==> config.mk <==
export PLATFORM = sky130hd
export DESIGN_NAME = acs_top
export DESIGN_NICKNAME = d
export VERILOG_FILES = /design/src/acs_pkg.sv /design/src/acs_sync.sv /design/src/acs_top.sv
export SDC_FILE = /design/constraint.sdc
export NUM_CORES = 1
export LEC_CHECK = 0
export BUFFER_PORTS_ARGS = -buffer_cell sky130_fd_sc_hd__buf_4
export CORE_AREA = 2 2 118 120
export CTS_CLUSTER_SIZE = 12
export DETAILED_ROUTE_END_ITERATION = 10
export DIE_AREA = 0 0 120 122
export PLACE_DENSITY = 0.91
export SYNTH_ARGS = -nofsm -noshare
export SYNTH_HDL_FRONTEND = slang
export SYNTH_SLANG_ARGS = --single-unit
==> constraint.sdc <==
create_clock -name clk_i -period 5.3 [get_ports clk_i]
set_clock_uncertainty 0.2 [all_clocks]
set_input_delay 1.325 -clock clk_i [delete_from_list [all_inputs] [get_ports clk_i]]
set_output_delay 1.325 -clock clk_i [all_outputs]
set_load 0.01 [all_outputs]
==> src/acs_pkg.sv <==
// Shared constants, types and carriers of the conversion sequencer
package acs_pkg;

    localparam int AXI_AW = 16;
    localparam int CNT_W  = 13;
    localparam int RES_W  = 10;
    localparam int SEL_W  = 4;
    localparam int PIN_N  = 12;

    // Printed offset is not word aligned: kept as index, byte address is four times it
    localparam logic [11:0]       BASE_REG_INDEX = 12'hFBD;
    localparam logic [AXI_AW-1:0] BASE_ADDR      = {2'b00, BASE_REG_INDEX, 2'b00};
    localparam logic [AXI_AW-1:0] CTRL_ADDR      = 16'h0000;
    localparam logic [AXI_AW-1:0] RESH_ADDR      = 16'h0004;
    localparam logic [AXI_AW-1:0] RESL_ADDR      = 16'h0008;
    localparam logic [AXI_AW-1:0] PIN_ADDR       = 16'h000C;

    // Control register fields
    localparam int SEL_LSB  = 0;
    localparam int REPEAT_CONVERT_SELECT_BIT = 4;
    localparam int VREF_BIT = 5;
    localparam int CEN_BIT  = 7;

    // Result split: upper eight bits, then low two at the top of the low byte
    localparam int RES_LO_W = 2;
    localparam int RES_PAD  = 6;

    localparam logic [7:0]       BASE_RESET      = 8'h00;
    localparam logic [PIN_N-1:0] PIN_RESET       = 12'h000;
    localparam int               PWRUP_CYCLES    = 40;
    localparam int               IDLE_CYCLES     = 160;
    localparam int               CONV_CYCLES_DEF = 5129;

    localparam logic [1:0] RESP_OKAY   = 2'h0;
    localparam logic [1:0] RESP_SLVERR = 2'h2;

    typedef enum logic [1:0] {
        ACS_IDLE  = 2'b00,
        ACS_PWRUP = 2'b01,
        ACS_CONV  = 2'b10
    } acs_state_t;

    typedef enum logic [2:0] {
        ACS_R_CTRL = 3'b000,
        ACS_R_RESH = 3'b001,
        ACS_R_RESL = 3'b010,
        ACS_R_PIN  = 3'b011,
        ACS_R_BASE = 3'b100,
        ACS_R_NONE = 3'b111
    } acs_reg_t;

    typedef struct packed {
        logic              awvalid;
        logic [AXI_AW-1:0] awaddr;
        logic              wvalid;
        logic [31:0]       wdata;
        logic [3:0]        wstrb;
        logic              bready;
        logic              arvalid;
        logic [AXI_AW-1:0] araddr;
        logic              rready;
    } acs_axil_req_t;

    typedef struct packed {
        logic        awready;
        logic        wready;
        logic        bvalid;
        logic [1:0]  bresp;
        logic        arready;
        logic        rvalid;
        logic [31:0] rdata;
        logic [1:0]  rresp;
    } acs_axil_rsp_t;

    typedef struct packed {
        logic        req;
        logic [11:0] addr;
        logic [15:0] data;
    } acs_dma_t;

    typedef struct packed {
        logic             pwr;
        logic             vref_en;
        logic [SEL_W-1:0] sel;
        logic             conv;
    } acs_afe_t;

endpackage : acs_pkg

==> src/acs_sync.sv <==
// Two-stage synchroniser for the converter result word
`timescale 1ns/10ps
module acs_sync (
    input  wire logic                     clk_i,
    input  wire logic                     rst_n_i,
    input  wire logic [acs_pkg::RES_W-1:0] d_i,
    output logic      [acs_pkg::RES_W-1:0] q_o
);

    typedef struct packed {
        logic [acs_pkg::RES_W-1:0] meta;
        logic [acs_pkg::RES_W-1:0] held;
    } acs_sync_t;

    acs_sync_t s_q;
    acs_sync_t s_d;

    always_comb
    begin
        s_d.meta = d_i;
        s_d.held = s_q.meta;
    end

    always_ff @(posedge clk_i or negedge rst_n_i)
    begin
        if (!rst_n_i)
            s_q <= '0;
        else
            s_q <= s_d;
    end

    assign q_o = s_q.held;

endmodule : acs_sync

==> src/acs_top.sv <==
// Conversion sequencer: register slave, conversion timing, result and DMA store
//
// Function
// - four-bit field picks one of twelve inputs
// - repeat bit zero means single-shot conversion
// - reference bit switches internal voltage reference
// - enable bit starts, reads one while busy
// - conversion lasts 5129 cycles when powered
// - forty extra power-up cycles from power-down
// - result high byte, low two at 7:6
// - enable bit clears when a single-shot conversion ends
// - single-shot completion requests an interrupt
// - power down after 160 idle cycles
// - continuous mode overwrites data each conversion
// - continuous interrupt only after first conversion
// - DMA address: base[7:1], input, zero
// - analog pin disables its digital drivers
// - one control write while idle sets all fields together
//
// Design decision made here: the AXI4-Lite slave port.
`timescale 1ns/10ps
module acs_top #(
    parameter int CONV_CYCLES = acs_pkg::CONV_CYCLES_DEF
) (
    input  wire logic                         clk_i,
    input  wire logic                         rst_n_i,
    input  wire acs_pkg::acs_axil_req_t       axil_req_i,
    output acs_pkg::acs_axil_rsp_t            axil_rsp_o,
    input  wire logic [acs_pkg::RES_W-1:0]    adc_result_i,
    output acs_pkg::acs_afe_t                 afe_o,
    output acs_pkg::acs_dma_t                 dma_o,
    output logic                              irq_o,
    output logic      [acs_pkg::PIN_N-1:0]    pin_dig_dis_o
);

    localparam logic [acs_pkg::CNT_W-1:0] CONV_LAST  = acs_pkg::CNT_W'(CONV_CYCLES - 1);
    localparam logic [acs_pkg::CNT_W-1:0] PWRUP_LAST = acs_pkg::CNT_W'(acs_pkg::PWRUP_CYCLES - 1);
    localparam logic [7:0]                IDLE_LAST  = 8'(acs_pkg::IDLE_CYCLES - 1);

    typedef struct packed {
        acs_pkg::acs_state_t          st;
        logic [acs_pkg::CNT_W-1:0]    cnt;
        logic [7:0]                   idle_cnt;
        logic                         powered;
        logic [acs_pkg::SEL_W-1:0]    sel;
        logic                         repeat_convert_select;
        logic                         vref;
        logic                         first;
        logic [7:0]                   res_h;
        logic [7:0]                   res_l;
        logic [7:0]                   base;
        logic [acs_pkg::PIN_N-1:0]    pin_mask;
        logic                         irq;
        acs_pkg::acs_dma_t            dma;
        acs_pkg::acs_afe_t            afe;
        logic                         aw_got;
        logic [acs_pkg::AXI_AW-1:0]   aw_addr;
        logic                         w_got;
        logic [31:0]                  wdata;
        logic [3:0]                   wstrb;
        acs_pkg::acs_axil_rsp_t       rsp;
    } acs_core_t;

    ////////////////////////////////////////////////////////////////////////////
    // Reset release and input synchroniser

    logic [1:0]                rst_sync_q;
    logic                      rst_n;
    logic [acs_pkg::RES_W-1:0] res_sync;

    always_ff @(posedge clk_i or negedge rst_n_i)
    begin
        if (!rst_n_i)
            rst_sync_q <= 2'h0;
        else
            rst_sync_q <= {rst_sync_q[0], 1'b1};
    end

    assign rst_n = rst_sync_q[1];

    acs_sync u_sync (
        .clk_i   (clk_i),
        .rst_n_i (rst_n),
        .d_i     (adc_result_i),
        .q_o     (res_sync)
    );

    ////////////////////////////////////////////////////////////////////////////
    // Decode helpers

    function automatic acs_pkg::acs_reg_t reg_decode(input logic [acs_pkg::AXI_AW-1:0] a);
        case (a)
            acs_pkg::CTRL_ADDR: reg_decode = acs_pkg::ACS_R_CTRL;
            acs_pkg::RESH_ADDR: reg_decode = acs_pkg::ACS_R_RESH;
            acs_pkg::RESL_ADDR: reg_decode = acs_pkg::ACS_R_RESL;
            acs_pkg::PIN_ADDR:  reg_decode = acs_pkg::ACS_R_PIN;
            acs_pkg::BASE_ADDR: reg_decode = acs_pkg::ACS_R_BASE;
            default:            reg_decode = acs_pkg::ACS_R_NONE;
        endcase
    endfunction : reg_decode

    acs_core_t s_q;
    acs_core_t s_d;

    function automatic logic [31:0] reg_read(input acs_pkg::acs_reg_t r, input acs_core_t s);
        reg_read = 32'h0000_0000;
        case (r)
            acs_pkg::ACS_R_CTRL:
            begin
                reg_read[acs_pkg::SEL_LSB +: acs_pkg::SEL_W] = s.sel;
                reg_read[acs_pkg::REPEAT_CONVERT_SELECT_BIT] = s.repeat_convert_select;
                reg_read[acs_pkg::VREF_BIT] = s.vref;
                reg_read[acs_pkg::CEN_BIT]  = (s.st != acs_pkg::ACS_IDLE);
            end
            acs_pkg::ACS_R_RESH: reg_read[7:0] = s.res_h;
            acs_pkg::ACS_R_RESL: reg_read[7:0] = s.res_l;
            acs_pkg::ACS_R_PIN:  reg_read[acs_pkg::PIN_N-1:0] = s.pin_mask;
            acs_pkg::ACS_R_BASE: reg_read[7:0] = s.base;
            default:             reg_read = 32'h0000_0000;
        endcase
    endfunction : reg_read

    ////////////////////////////////////////////////////////////////////////////
    // Next state

    logic             aw_fire;
    logic             w_fire;
    logic             ar_fire;
    logic             wr_go;
    logic             start;
    logic             stop;
    logic             done;
    acs_pkg::acs_reg_t wr_idx;

    always_comb
    begin
        s_d         = s_q;
        s_d.irq     = 1'b0;
        s_d.dma.req = 1'b0;
        start       = 1'b0;
        stop        = 1'b0;
        done        = 1'b0;
        aw_fire     = axil_req_i.awvalid && s_q.rsp.awready;
        w_fire      = axil_req_i.wvalid && s_q.rsp.wready;
        ar_fire     = axil_req_i.arvalid && s_q.rsp.arready;

        if (s_q.rsp.bvalid && axil_req_i.bready)
            s_d.rsp.bvalid = 1'b0;
        if (aw_fire)
        begin
            s_d.aw_got  = 1'b1;
            s_d.aw_addr = axil_req_i.awaddr;
        end
        if (w_fire)
        begin
            s_d.w_got = 1'b1;
            s_d.wdata = axil_req_i.wdata;
            s_d.wstrb = axil_req_i.wstrb;
        end
        wr_go  = s_d.aw_got && s_d.w_got;
        wr_idx = reg_decode(s_d.aw_addr);
        if (wr_go)
        begin
            s_d.aw_got     = 1'b0;
            s_d.w_got      = 1'b0;
            s_d.rsp.bvalid = 1'b1;
            s_d.rsp.bresp  = (wr_idx == acs_pkg::ACS_R_NONE) ? acs_pkg::RESP_SLVERR
                                                             : acs_pkg::RESP_OKAY;
            if (s_d.wstrb[0])
            begin
                case (wr_idx)
                    acs_pkg::ACS_R_CTRL:
                    begin
                        // Fields only change while idle, so a running conversion is stable
                        if (s_q.st == acs_pkg::ACS_IDLE)
                        begin
                            s_d.sel  = s_d.wdata[acs_pkg::SEL_LSB +: acs_pkg::SEL_W];
                            s_d.repeat_convert_select = s_d.wdata[acs_pkg::REPEAT_CONVERT_SELECT_BIT];
                            s_d.vref = s_d.wdata[acs_pkg::VREF_BIT];
                            start    = s_d.wdata[acs_pkg::CEN_BIT];
                        end
                        else
                            stop = !s_d.wdata[acs_pkg::CEN_BIT];
                    end
                    acs_pkg::ACS_R_PIN:  s_d.pin_mask[7:0] = s_d.wdata[7:0];
                    acs_pkg::ACS_R_BASE: s_d.base = s_d.wdata[7:0];
                    default:             s_d.base = s_q.base;
                endcase
            end
            if (s_d.wstrb[1] && wr_idx == acs_pkg::ACS_R_PIN)
                s_d.pin_mask[acs_pkg::PIN_N-1:8] = s_d.wdata[acs_pkg::PIN_N-1:8];
        end

        if (s_q.rsp.rvalid && axil_req_i.rready)
            s_d.rsp.rvalid = 1'b0;
        if (ar_fire)
        begin
            s_d.rsp.rvalid = 1'b1;
            s_d.rsp.rdata  = reg_read(reg_decode(axil_req_i.araddr), s_q);
            s_d.rsp.rresp  = (reg_decode(axil_req_i.araddr) == acs_pkg::ACS_R_NONE)
                             ? acs_pkg::RESP_SLVERR : acs_pkg::RESP_OKAY;
        end
        s_d.rsp.awready = !s_d.aw_got && !s_d.rsp.bvalid;
        s_d.rsp.wready  = !s_d.w_got && !s_d.rsp.bvalid;
        s_d.rsp.arready = !s_d.rsp.rvalid;

        case (s_q.st)
            acs_pkg::ACS_IDLE:
            begin
                if (start)
                begin
                    s_d.first    = 1'b1;
                    s_d.idle_cnt = 8'h00;
                    if (s_q.powered)
                    begin
                        s_d.st  = acs_pkg::ACS_CONV;
                        s_d.cnt = CONV_LAST;
                    end
                    else
                    begin
                        s_d.st  = acs_pkg::ACS_PWRUP;
                        s_d.cnt = PWRUP_LAST;
                    end
                end
                else if (s_q.powered)
                begin
                    if (s_q.idle_cnt == IDLE_LAST)
                    begin
                        s_d.powered  = 1'b0;
                        s_d.idle_cnt = 8'h00;
                    end
                    else
                        s_d.idle_cnt = s_q.idle_cnt + 8'h01;
                end
            end
            acs_pkg::ACS_PWRUP:
            begin
                if (stop)
                    s_d.st = acs_pkg::ACS_IDLE;
                else if (s_q.cnt == '0)
                begin
                    s_d.st      = acs_pkg::ACS_CONV;
                    s_d.cnt     = CONV_LAST;
                    s_d.powered = 1'b1;
                end
                else
                    s_d.cnt = s_q.cnt - 1'b1;
            end
            acs_pkg::ACS_CONV:
            begin
                if (stop)
                    s_d.st = acs_pkg::ACS_IDLE;
                else if (s_q.cnt == '0)
                begin
                    done  = 1'b1;
                    // Previous result is simply overwritten, no overrun flag
                    {s_d.res_h, s_d.res_l[7 -: acs_pkg::RES_LO_W]} = res_sync;
                    s_d.res_l[acs_pkg::RES_PAD-1:0] = '0;
                    s_d.irq   = s_q.first;
                    s_d.first = 1'b0;
                    s_d.dma.req  = 1'b1;
                    // Base bit zero is dropped; software keeps it zero anyway
                    s_d.dma.addr = {s_q.base[7:1], s_q.sel, 1'b0};
                    s_d.dma.data = {res_sync, {acs_pkg::RES_PAD{1'b0}}};
                    if (s_q.repeat_convert_select)
                        s_d.cnt = CONV_LAST;
                    else
                        s_d.st = acs_pkg::ACS_IDLE;
                end
                else
                    s_d.cnt = s_q.cnt - 1'b1;
            end
            default: s_d.st = acs_pkg::ACS_IDLE;
        endcase

        s_d.afe.pwr     = s_d.powered || (s_d.st != acs_pkg::ACS_IDLE);
        s_d.afe.vref_en = s_d.vref;
        s_d.afe.sel     = s_d.sel;
        s_d.afe.conv    = (s_d.st == acs_pkg::ACS_CONV);
    end

    always_ff @(posedge clk_i or negedge rst_n)
    begin
        if (!rst_n)
        begin
            s_q          <= '0;
            s_q.base     <= acs_pkg::BASE_RESET;
            s_q.pin_mask <= acs_pkg::PIN_RESET;
        end
        else
            s_q <= s_d;
    end

    assign axil_rsp_o    = s_q.rsp;
    assign afe_o         = s_q.afe;
    assign dma_o         = s_q.dma;
    assign irq_o         = s_q.irq;
    assign pin_dig_dis_o = s_q.pin_mask;

    ////////////////////////////////////////////////////////////////////////////
    // Checks

    logic [acs_pkg::CNT_W-1:0] conv_cyc_q;
    logic [acs_pkg::CNT_W-1:0] pwr_cyc_q;

    always_ff @(posedge clk_i or negedge rst_n)
    begin
        if (!rst_n)
        begin
            conv_cyc_q <= '0;
            pwr_cyc_q  <= '0;
        end
        else
        begin
            // Count from zero in the first cycle of each phase
            conv_cyc_q <= (s_q.st == acs_pkg::ACS_CONV && s_d.st == acs_pkg::ACS_CONV && !done)
                          ? conv_cyc_q + 1'b1 : '0;
            pwr_cyc_q  <= (s_q.st == acs_pkg::ACS_PWRUP && s_d.st == acs_pkg::ACS_PWRUP)
                          ? pwr_cyc_q + 1'b1 : '0;
        end
    end
endmodule : acs_top

; Word-level counts from Yosys, hierarchy flattened
; Index checks and enable logic that the tools add are counted.
[word_totals]
reg_bits = 183
latchBits = 0
mem_bits_rw = 0
rom_bits = 0
input_bits = 85
word_cells = 153
memories = 0
[op_classes]
add_sub_neg = 2
n_mul = 0
div_mod_pow = 0
magnitude_cmp = 0
n_eq_ne = 25
n_shift = 0
muxes = 54
bitwise = 1
n_reduce_logical = 34
[ops]
columns = cell, n
row1 = 2-to-1 mux 30 bit, 3
row2 = 2-to-1 mux 13 bit, 5
row3 = equality test 16 x 4 -> 1 bit (second input constant), 4
row4 = 2-to-1 mux 17 bit, 3
row5 = one-hot mux 13 bit (3 select lines), 1
row6 = 2-to-1 mux 37 bit, 1
row7 = 2-to-1 mux 35 bit, 1
row8 = equality test 16 x 14 -> 1 bit (second input constant), 2
row9 = equality test 16 x 3 -> 1 bit (second input constant), 2
row10 = logical NOT 16 bit, 2
row11 = 2-to-1 mux 15 bit, 2
row12 = one-hot mux 3 bit (5 select lines), 2
row13 = one-hot mux 6 bit (4 select lines), 1
row14 = 2-to-1 mux 1 bit, 17
row15 = 2-to-1 mux 8 bit, 2
row16 = 2-to-1 mux 2 bit, 7
row17 = logical NOT 13 bit, 1
row18 = subtractor 13 x 1 -> 13 bit (second input constant), 1
row19 = equality test 3 bit (second input constant), 4
row20 = equality test 3 x 2 -> 1 bit (second input constant), 3
row21 = logical AND 1 bit, 9
row22 = 2-to-1 mux 9 bit, 1
row23 = AND reduction 3 bit, 3
row24 = adder 8 x 1 -> 8 bit (second input constant), 1
row25 = other kinds (22), 38

; Longest topological paths before layout
; Gate-level depths: netlist of run 1.
[depth]
word_depth = 12
depth_mapped = 10
depth_no_buf = 9

; Cells and area by module
; Synthesis of run 1 repeated with hierarchy kept, for this count alone.
[unflattened]
hier_cells = 683
area_unflattened_um2 = 7074.3
[modules_own_cells]
columns = module, n_inst, cells_each, area_per_inst_um2, seq_area_each_um2
row1 = acs_top, 1, 663, 6573.8, 3228.1
row2 = acs_sync, 1, 20, 500.5, 500.5

; Least setup slack after synthesis of run 1
; No wires, ideal clock.
[synth_path]
path_type = input-to-reg
start = input port axil_req_i[57] (netlist bit)
end = register s_q (netlist bit afe_o[6])
setup_time_ps = 132
arrival_ps = 3376
slack_ps = 1592
cell_stages = 8
path_buffers = 1
path_cell_list = or4_1 > nor3_2 > a2bb2o_4 > buf_6 > nor4b_4 > nor3_1 > o31ai_2 > or3b_1
[synth_rtl]
columns = element, line_no
row1 = from (decl), acs_top.sv:27  ; input wire acs_pkg::acs_axil_req_t axil_req_i,
row2 = to (decl), acs_top.sv:102  ; acs_core_t s_q;

; Final worst setup path of run 1
[layout_path]
start = input port axil_req_i[72] (netlist bit)
end = register s_q[190] (netlist bit)
[layout_between]
elab_chain_len = 10
[layout_rtl]
columns = element, line_no
row1 = logical AND 1 bit *, acs_top.sv:143  ; aw_fire = axil_req_i.awvalid && s_q.rsp.awready;
row2 = 2-to-1 mux 17 bit *, acs_top.sv:149  ; if (aw_fire)
row3 = equality test 16 x 14 -> 1 bit (tied with other cells), acs_top.sv:92  ; case (a)
row4 = one-hot mux 3 bit (5 select lines), acs_top.sv:92
row5 = logical NOT 3 bit, acs_top.sv:171  ; case (wr_idx)
row6 = 2-to-1 mux 1 bit, acs_top.sv:171
row7 = 2-to-1 mux 1 bit, acs_top.sv:169  ; if (s_d.wstrb[0])
row8 = 2-to-1 mux 1 bit, acs_top.sv:162  ; if (wr_go)
row9 = inequality test 2 bit (no line), -
row10 = AND reduction 5 bit (no line) *, -
; Mark *: on every way between the ends. The rest lies on a longest branch, timed or not.
; A chain may end at the register's enable or synchronous reset.

==> results.json, run 1 <==
{
  "die_y_microns": 122,
  "cts_buffers": 17,
  "core_area_sq_mm": 0.0135,
  "stdcell_count": 964,
  "gp_congestion": 0.909,
  "drt_first_iter_violations": 410,
  "first_global_vias": 5040,
  "status": "finished clean",
  "path_max_fanout": 22,
  "hpwl_microns": 10900,
  "synth_edf_count": 0,
  "via_count": 5228,
  "routed_via_density": 5.42,
  "yosysSeqAreaShare_pct": 52.8,
  "numPlacedInstances": 932,
  "diodes": 0,
  "path_clk_slew_ns": 0.06,
  "htree_num_levels": 4,
  "synth_async_sr_flop_share_pct": 100,
  "hold_viol": 0,
  "layout_min_cycle_time_ns": 3.88,
  "cts-root-buf": "clkbuf_16",
  "synth_warnings": 0,
  "netlist_area_sq_mm": 0.00706,
  "setup_viol": 0,
  "dieArea_sq_mm": 0.0146,
  "drtAntennaViolNets": 0,
  "p_leak_uw": 0.00403,
  "placementRows": 43,
  "drt-total-wl_microns": 15800,
  "worst-slew-pin-transition_ns": 1.29,
  "slew_viol_final": 0,
  "worstPathRequired_ns": 5.36,
  "timing.fmax_mhz": 257,
  "grt_setup_unrepaired": "no",
  "period_share_pct": 73.3,
  "drv_cap": 0,
  "antenna_found_initial": 0,
  "clock_latency_ns": 0.43,
  "fp.dieW_microns": 120,
  "endpoint_kind": "flop",
  "syn_area_per_cell_sq_um": 10.0,
  "portBuffers": 123,
  "drc": 0,
  "synthToLayoutAreaGrowth_pct": 16.5,
  "cts_resized": 0,
  "hold_buffers": 0,
  "ios": 175,
  "setup-tns-final_ns": 0,
  "netlist_instances": 704,
  "fin_nets": 862,
  "cts_buffer_depth": 2,
  "crit_path_start_kind": "input pin",
  "ys.flop_type": "dfrtp_1",
  "grt_overflow_total": 0,
  "grt_pass1_wl_microns": 25200,
  "ir_worst_vdd_v": 0.000218,
  "drt-pass1-iter-count": 5,
  "cts_tree": "done",
  "synth-seq-cells": 149,
  "track_usage_pct": 22.3,
  "grt_max_degree": 65,
  "drive_above_1_share_pct": 26.9,
  "holdCritPathClass": "reg2async",
  "start_util_pct": 52.3,
  "crit_type": "in2reg",
  "post_cts_buffers": 0,
  "cts_sinks": 149,
  "p_per_area_mw_per_mm2": 448,
  "synth.distinct_cells": 56,
  "routedWlPerCell_microns": 16.4,
  "slew-limit-headroom_pct": 13.4,
  "critPathArrivalTime_ns": 3.94
}
[Yosys cell counts (2+ instances only)]
cell / instances / area (sq um)
a22o_1: 7 / 61.3
and3_1: 3 / 18.8
mux2_2: 37 / 417
a21oi_1: 21 / 105
or3_1: 2 / 12.5
nor3_1: 18 / 90.1
nand4_1: 14 / 87.6
conb_1: 2 / 7.51
mux2i_1: 6 / 60.1
or4_1: 6 / 45.0
o21ai_1: 4 / 20.0
dfrtp_1: 149 / 3730
a21o_1: 2 / 15.0
ha_1: 6 / 75.1
buf_2: 3 / 15.0
nor2b_1: 5 / 31.3
nor4_1: 6 / 37.5
buf_4: 89 / 668
nand2_1: 148 / 556
a31oi_1: 2 / 12.5
nor3_2: 3 / 30.0
nand3_1: 11 / 55.1
o21ai_0: 40 / 200
and2_1: 5 / 31.3
and4_1: 2 / 17.5
a221oi_1: 8 / 70.1
inv_1: 18 / 67.6
a211oi_1: 3 / 22.5
nand2b_1: 4 / 25.0
nor2_1: 32 / 120
clkbuf_1: 16 / 60.1
o31ai_1: 7 / 52.6
o22ai_1: 2 / 12.5
[stage by stage]
step | area [sq um] | power [uW] | setup slack, ns | hold slack (ns) | utilization (%)
floorplan | 7160 | 2220 | 0.641 | 0.131 | -
global placement | 7610 | 2410 | 1.01 | 0.0770 | 56.4
detailed placement | 7610 | 2450 | 0.942 | 0.0854 | 56.4
CTS | 8220 | 3690 | 1.41 | 0.0889 | 60.9
global route | 8220 | 3880 | 1.07 | 0.117 | 60.9
finish | 8220 | 3680 | 1.42 | 0.0658 | 60.9
[critical path, cell delays in order]
cell,delay (ns)
buf_4,0.09
and2_1,0.62
mux2i_1,0.41
nand3_1,0.26
o21ai_1,0.28
nand4_1,0.51
o21ai_0,0.33
o31ai_1,0.11
[sequential cells by signal (all words and copies together), names as in the netlist]
| name | count |
|---|---|
| s_q | 74 |
| u_sync.q_o | 10 |
| rst_sync_q | 2 |
| irq_o | 1 |
| u_sync.s_d | 10 |
| pin_dig_dis_o | 12 |
| axil_rsp_o | 19 |
| dma_o | 14 |
| afe_o | 7 |
[cells in the final DEF, fill, tap and decap left out, types with 4 or more instances in the layout]
master and n:
and2_1 5, nor2_1 32, nand3_1 11, dfrtp_1 148, mux2i_1 6, a221oi_1 8
nor4_1 6, clkinvlp_4 4, or4_1 6, o21ai_1 4, a21oi_1 20, o21ai_0 40
buf_4 130, inv_1 18, ha_1 6, nor2b_1 5, mux2_2 37, nor3_1 18
nand4_1 14, o31ai_1 7, nand2b_1 4, conb_1 30, a22o_1 7, clkbuf_16 17
nand2_1 148, clkinv_4 4
[kinds of logic (layout without fill, tap and decap cells)]
family / count (synthesis) / in the layout / share of synthesized area [%]
AO/OA/AOI/OAI: 110 / 110 / 10.0
multiplexers: 43 / 43 / 6.75
flip-flops: 149 / 149 / 52.8
buffers and inverters: 128 / 180 / 11.7
other: 2 / 30 / 0.106
adder cells (fa/ha/maj): 6 / 6 / 1.06
AND/OR/NAND/NOR: 266 / 266 / 17.5
[routing by layer]
metal  up-vias  GRT usage, %  share of wire, %
li1       2433             -                 -
met1      2567          28.5                41
met2       193          36.2                50
met3        35          5.43               6.1
met4         0          9.63               2.7
met5         -             0                 0
[power by group]
| group | internal [uW] | switching (uW) |
|---|---|---|
| Sequential | 1380 | 193 |
| Clock | 744 | 490 |
| Combinational | 362 | 508 |
| Total | 2490 | 1190 |
[path summary, 6_finish.rpt]
| kind | startpoint | end | slack, ns | depth (start not counted) |
|---|---|---|---|---|
| max | axil_req_i[72] | s_q[190] | 1.42 | 8 |
| min | rst_sync_q[1] | u_sync.q_o[9] | 0.07 | 0 |
| max reg2reg | axil_rsp_o[40] | s_q[190] | 2.00 | 7 |
| min reg2reg | rst_sync_q[1] | u_sync.q_o[9] | 0.07 | 0 |
| max in group asynchronous | rst_sync_q[1] | s_q[88] | 3.68 | 1 |
| min in group clk_i | u_sync.s_d[9] | u_sync.q_o[9] | 0.15 | 0 |
[cell type report]
cell class                 count  area (sq um)
fill                        1068          5280
sequential                   149          3730
multi-input combinational    455          2610
timing repair buffer         130           976
clock buffer                  18           429
tap                          180           225
clock inverter                14           178
inverter                      18          67.6
(Power assumes the default switching activity.)
==> inputs of run 2 (changes only) <==
--- a/config.mk
+++ b/config.mk
@@ -5,11 +5,12 @@
 export SDC_FILE = /design/constraint.sdc
 export NUM_CORES = 1
 export LEC_CHECK = 0
+export ABC_AREA = 1
 export BUFFER_PORTS_ARGS = -buffer_cell sky130_fd_sc_hd__buf_4
-export CORE_AREA = 2 2 118 120
+export CORE_AREA = 2 2 120 122
 export CTS_CLUSTER_SIZE = 12
 export DETAILED_ROUTE_END_ITERATION = 10
-export DIE_AREA = 0 0 120 122
+export DIE_AREA = 0 0 122 124
 export PLACE_DENSITY = 0.91
 export SYNTH_ARGS = -nofsm -noshare
 export SYNTH_HDL_FRONTEND = slang
==> constraint.sdc (replaced) <==
create_clock -name clk_i -period 3.8 [get_ports clk_i]
set_clock_uncertainty 0.2 [all_clocks]
set_input_delay 0.95 -clock clk_i [delete_from_list [all_inputs] [get_ports clk_i]]
set_output_delay 0.95 -clock clk_i [all_outputs]
set_load 0.01 [all_outputs]
==> results.json, run 2 <==
{
  "synth_warnings": 0,
  "fp.dieW_microns": 122,
  "ys.flop_type": "dfrtp_1",
  "via_count": 5815,
  "cts_buffers": 17,
  "syn_area_per_cell_sq_um": 8.37,
  "critPathArrivalTime_ns": 3.05,
  "holdWs_ns": 0.0918,
  "yosysSeqAreaShare_pct": 51.1,
  "timing.fmax_mhz": 335,
  "drtAntennaViolNets": 0,
  "routedWlPerCell_microns": 14.1,
  "crit_path_cell_trace": "buf_4 -> nand2_1 -> buf_4 -> nand2_1 -> nand2_1 -> nand2_1 -> nor2_1 -> nand2_2 -> nor2_8 -> nand2_1 -> nand2_1 -> inv_1 -> nand2_1 -> o21ai_1",
  "r2r_cells": 13,
  "hpwl_microns": 11400,
  "grt_overflow_total": 0,
  "p_leak_uw": 0.00458,
  "cts_resized": 0,
  "diodes": 0,
  "final_cell_mix": "262 x nand2_1, 148 x dfrtp_1, 134 x buf_4",
  "htree_num_levels": 4,
  "synth-seq-cells": 149,
  "drc": 0,
  "crit_type": "in2reg",
  "start_util_pct": 53.2,
  "drt_first_iter_violations": 427,
  "grt_max_degree": 64,
  "yosysMostFrequentCell": "nand2_1",
  "routed_via_density": 5.11,
  "cp_top_family": "simple AND/OR/NAND/NOR gates",
  "drt-total-wl_microns": 16000,
  "rr_endpoint": "s_q[162]",
  "setup_viol": 0,
  "largest_reg_flops": 74,
  "hold_viol": 0,
  "top_register": "s_q",
  "die_y_microns": 124,
  "synth_area_leaders": "dfrtp_1 51%, nand2_1 13%, buf_4 9.7%",
  "slew-limit-headroom_pct": 44.7,
  "worst-slew-pin-transition_ns": 0.830,
  "worstPathRequired_ns": 3.87,
  "ir_worst_vdd_v": 0.000263,
  "status": "finished clean",
  "placementRows": 43,
  "drv_cap": 0,
  "fin_util_pct": 61.8,
  "track_usage_pct": 22.2,
  "cts_buffer_depth": 2,
  "holdCritPathClass": "in2async",
  "cts_sinks": 149,
  "placed_cell_area_sq_mm": 0.00786,
  "numPlacedInstances": 1106,
  "reg2reg_slack_ns": 0.90,
  "wl_met2_microns": 7950,
  "path_clk_slew_ns": 0.06,
  "drt-pass1-iter-count": 5,
  "ios": 175,
  "cp_slowest_stage_delay_ns": 0.34,
  "crit_path_frequent_cell": "nand2_1",
  "hold_buffers": 0,
  "synth_edf_count": 0,
  "p_per_area_mw_per_mm2": 515,
  "yosysTopAreaCell": "dfrtp_1",
  "period_share_pct": 78.6,
  "gp_congestion": 0.881,
  "crit_path_start_kind": "input pin",
  "slew_viol_final": 0,
  "synth_top_area_share_pct": 51.1,
  "drive_above_1_share_pct": 19.1,
  "core_area_sq_mm": 0.0137,
  "layout_min_cycle_time_ns": 2.99,
  "grt_setup_unrepaired": "no",
  "first_global_vias": 5608,
  "synthToLayoutAreaGrowth_pct": 16.3,
  "cp_slowest_cell": "inv_1",
  "wl_met1_microns": 6270,
  "final_area_sq_mm": 0.00848,
  "rr_startpoint": "axil_rsp_o[40]",
  "synth.distinct_cells": 34,
  "netlist_area_sq_mm": 0.00729,
  "portBuffers": 123,
  "dieArea_sq_mm": 0.0151,
  "cp_num_buf_inv": 3,
  "fin_nets": 1036,
  "clock_latency_ns": 0.42,
  "grt_pass1_wl_microns": 26100,
  "endpoint_kind": "flop",
  "cts_tree": "done",
  "netlist_instances": 872,
  "cts-root-buf": "clkbuf_16",
  "highest-signal-layer": "met4",
  "final_common_cell": "nand2_1",
  "stdcell_count": 1138,
  "wl_met3_microns": 1140,
  "setup-tns-final_ns": 0,
  "post_cts_buffers": 0,
  "antenna_found_initial": 0,
  "path_max_fanout": 25,
  "nFillCells": 1094,
  "synth_async_sr_flop_share_pct": 100,
  "synth_common_cells": "262 x nand2_1, 149 x dfrtp_1, 104 x inv_1"
}
[run 2: worst max-delay path by stage]
stage | start | endpoint | slack (ns) | cells past startpoint
after floorplan | axil_req_i[72] | s_q[191] | 1.12 | 14
after global placement | axil_req_i[72] | s_q[165] | 0.49 | 14
after detailed placement | axil_req_i[72] | s_q[165] | 0.41 | 14
after CTS | axil_req_i[72] | s_q[162] | 0.82 | 14
after global routing | axil_req_i[72] | s_q[187] | 0.58 | 13
final | axil_req_i[72] | s_q[162] | 0.81 | 14
[run 2: where the power goes]
group | internal (uW) | leakage [uW] | switching, uW
combinational | 259 | 0.00240 | 460
sequential | 1790 | 0.00187 | 101
clock | 1120 | 0.000300 | 647
[run 2: cell type report]
class                   count  area [sq um]  area share [%]
flip-flops and latches    149          3730            44.0
multi-input cells         536          2500            29.4
repair buffers            134          1010            11.9
clock buffers              20           447            5.26
inverters                 107           402            4.73
well taps                 180           225            2.65
clock inverters            12           176            2.08
[run 2: cell families after synthesis]
logic type | synth area share (%)
compound gates | 6.21
fa+ha+maj | 1.03
xor+xnor | 1.80
flops | 51.1
simple gates | 23.6
buf+inv | 16.1
other cells | 0.103
[run 2: through the flow]
| stage | setup WS, ns | total power (uW) |
|---|---|---|
| after CTS | 0.822 | 4400 |
| after detailed placement | 0.412 | 2640 |
| after global routing | 0.578 | 4590 |
| after floorplan | 1.12 | 2460 |
| final | 0.814 | 4370 |
| after global placement | 0.486 | 2600 |
[run 2: worst reg2reg max path, stage by stage (launching register included)]
cell	delay, ns
dfrtp_1	0.56
nand2_1	0.13
buf_4	0.25
nand2_1	0.08
nand2_1	0.12
nand2_1	0.07
nor2_1	0.12
nand2_2	0.13
nor2_8	0.20
nand2_1	0.14
nand2_1	0.11
inv_1	0.34
nand2_1	0.20
o21ai_1	0.10
[run 2: metal layers]
metal | vias up | global-route usage, %
met1 | 2767 | 25.7
met2 | 241 | 37.5
met4 | 0 | 12.7
li1 | 2750 | -
met5 | - | 0
met3 | 57 | 5.49
==> inputs of run 3 (changes only) <==
--- a/config.mk
+++ b/config.mk
@@ -5,12 +5,12 @@
 export SDC_FILE = /design/constraint.sdc
 export NUM_CORES = 1
 export LEC_CHECK = 0
-export ABC_AREA = 1
+export ABC_AREA = 0
 export BUFFER_PORTS_ARGS = -buffer_cell sky130_fd_sc_hd__buf_4
-export CORE_AREA = 2 2 120 122
+export CORE_AREA = 2 2 118 120
 export CTS_CLUSTER_SIZE = 12
 export DETAILED_ROUTE_END_ITERATION = 10
-export DIE_AREA = 0 0 122 124
+export DIE_AREA = 0 0 120 122
 export PLACE_DENSITY = 0.91
 export SYNTH_ARGS = -nofsm -noshare
 export SYNTH_HDL_FRONTEND = slang
==> constraint.sdc (replaced) <==
create_clock -name clk_i -period 2.8 [get_ports clk_i]
set_clock_uncertainty 0.2 [all_clocks]
set_input_delay 0.7 -clock clk_i [delete_from_list [all_inputs] [get_ports clk_i]]
set_output_delay 0.7 -clock clk_i [all_outputs]
set_load 0.01 [all_outputs]
==> results.json, run 3 (synthesized netlist as in run 1, its figures left out) <==
{
  "slew-limit-headroom_pct": 53.3,
  "core_area_sq_mm": 0.0135,
  "dieArea_sq_mm": 0.0146,
  "p_per_area_mw_per_mm2": 845,
  "holdCritPathClass": "reg2async",
  "ir_worst_vdd_v": 0.000399,
  "period_share_pct": 103,
  "clock_latency_ns": 0.42,
  "cp_slowest_stage_delay_ns": 0.55,
  "hold_viol": 0,
  "worstPathRequired_ns": 2.91,
  "drive_above_1_share_pct": 34.8,
  "drt_first_iter_violations": 589,
  "gp_congestion": 0.908,
  "fin_nets": 925,
  "crit_path_start_kind": "flop",
  "grt_max_degree": 67,
  "setup-tns-final_ns": -0.166,
  "cts_buffer_depth": 2,
  "via_count": 5816,
  "hpwl_microns": 11800,
  "ios": 175,
  "post-place-ws_ns": -0.508,
  "synthToLayoutAreaGrowth_pct": 27.1,
  "htree_num_levels": 4,
  "drv_cap": 0,
  "top_register": "s_q",
  "diodes": 0,
  "setup_viol": 6,
  "cp_slowest_cell": "or4_4",
  "drt-pass1-iter-count": 7,
  "slew_viol_final": 0,
  "status": "complete, but fails checks",
  "fp.dieW_microns": 120,
  "portBuffers": 123,
  "final_common_cell": "buf_4",
  "path_clk_slew_ns": 0.06,
  "crit_path_cell_trace": "or4_4 -> nor3_4 -> a2bb2o_4 -> buf_12 -> or3_4 -> nand4_1 -> buf_4 -> nor2_1 -> o22a_1",
  "violations": "setup timing",
  "routedWlPerCell_microns": 17.8,
  "layout_min_cycle_time_ns": 2.89,
  "largest_reg_flops": 74,
  "p_leak_uw": 0.00444,
  "grt_pass1_wl_microns": 28100,
  "path_max_fanout": 6,
  "cts_sinks": 149,
  "routed_via_density": 5.67,
  "critPathArrivalTime_ns": 2.99,
  "cts_tree": "done",
  "track_usage_pct": 24.6,
  "worst_slack_ns": -0.0852,
  "antenna_found_initial": 0,
  "final_cell_mix": "183 x buf_4, 148 x dfrtp_1, 146 x nand2_1",
  "die_y_microns": 122,
  "grt_overflow_total": 0,
  "cts-root-buf": "clkbuf_16",
  "grt_setup_unrepaired": "yes",
  "crit_type": "reg2reg",
  "cts_buffers": 17,
  "placementRows": 43,
  "drc": 0,
  "endpoint_kind": "flop",
  "drt-total-wl_microns": 18200,
  "drtAntennaViolNets": 0,
  "nFillCells": 925,
  "timing.fmax_mhz": 347,
  "start_util_pct": 52.3,
  "first_global_vias": 5654,
  "worst-slew-pin-transition_ns": 0.698
}
run 3: cell type report:
class | count | area, sq um | share of cell area (%)
Sequential cell | 149 | 3730 | 41.6
Multi-Input combinational cell | 455 | 2770 | 30.9
Timing Repair Buffer | 193 | 1540 | 17.1
Clock buffer | 20 | 467 | 5.20
Tap cell | 180 | 225 | 2.51
Clock inverter | 11 | 171 | 1.91
Inverter | 18 | 67.6 | 0.753
run 3: power by group:
part | internal, uW | switching, uW | leakage (uW)
clock | 1560 | 892 | 0.000309
combinational | 955 | 1140 | 0.00222
sequential | 2620 | 418 | 0.00192
total | 5140 | 2450 | 0.00444
run 3: worst max-delay path: cells and delay by family, from the launching register on:
family | cells | cell delay (ns)
AO/OA/AOI/OAI | 2 | 0.44
buffers and inverters | 2 | 0.32
AND/OR/NAND/NOR | 5 | 1.44
flip-flops | 1 | 0.38
run 3: timing repair:
action                                 4_1_cts  5_1_grt
endpoints found under the hold margin        2        0
setup buffers                                4        3
hold buffers                                 1        0
pin swaps                                    4       12
resized for setup                            9       20
setup endpoints to repair                   20       26
run 3: worst paths after layout:
check                                endpoint  depth (start not counted)  slack, ns     startpoint
worst max-delay path                 s_q[187]                          9      -0.09        s_q[86]
worst max register to register       s_q[187]                          9      -0.09        s_q[86]
worst min register to register      dma_o[19]                          0       0.07  rst_sync_q[1]
min in group clk_i              u_sync.q_o[3]                          0       0.15  u_sync.s_d[3]
worst min-delay path                dma_o[19]                          0       0.07  rst_sync_q[1]
max in group asynchronous            s_q[164]                          1       1.63  rst_sync_q[1]
run 3: through the flow:
stage               std cells  utilization, %  hold slack, ns  instance area (sq um)  power, uW
floorplan                 732               -           0.131                   7210       4230
global placement          987            60.2          0.0815                   8130       4790
detailed placement        987            60.2          0.0878                   8130       4900
CTS                      1023            65.7          0.0943                   8870       7440
global route             1026            66.4           0.116                   8970       7940
finish                   1026            66.4          0.0739                   8970       7590
run 3: metal layers:
layer | global-route usage, % | part of all wire [%] | up-vias
met5 | 0 | 0 | -
met2 | 40.4 | 51 | 334
met3 | 6.51 | 7.6 | 62
met4 | 11.7 | 3.6 | 0
met1 | 30.3 | 38 | 2847
li1 | - | - | 2573
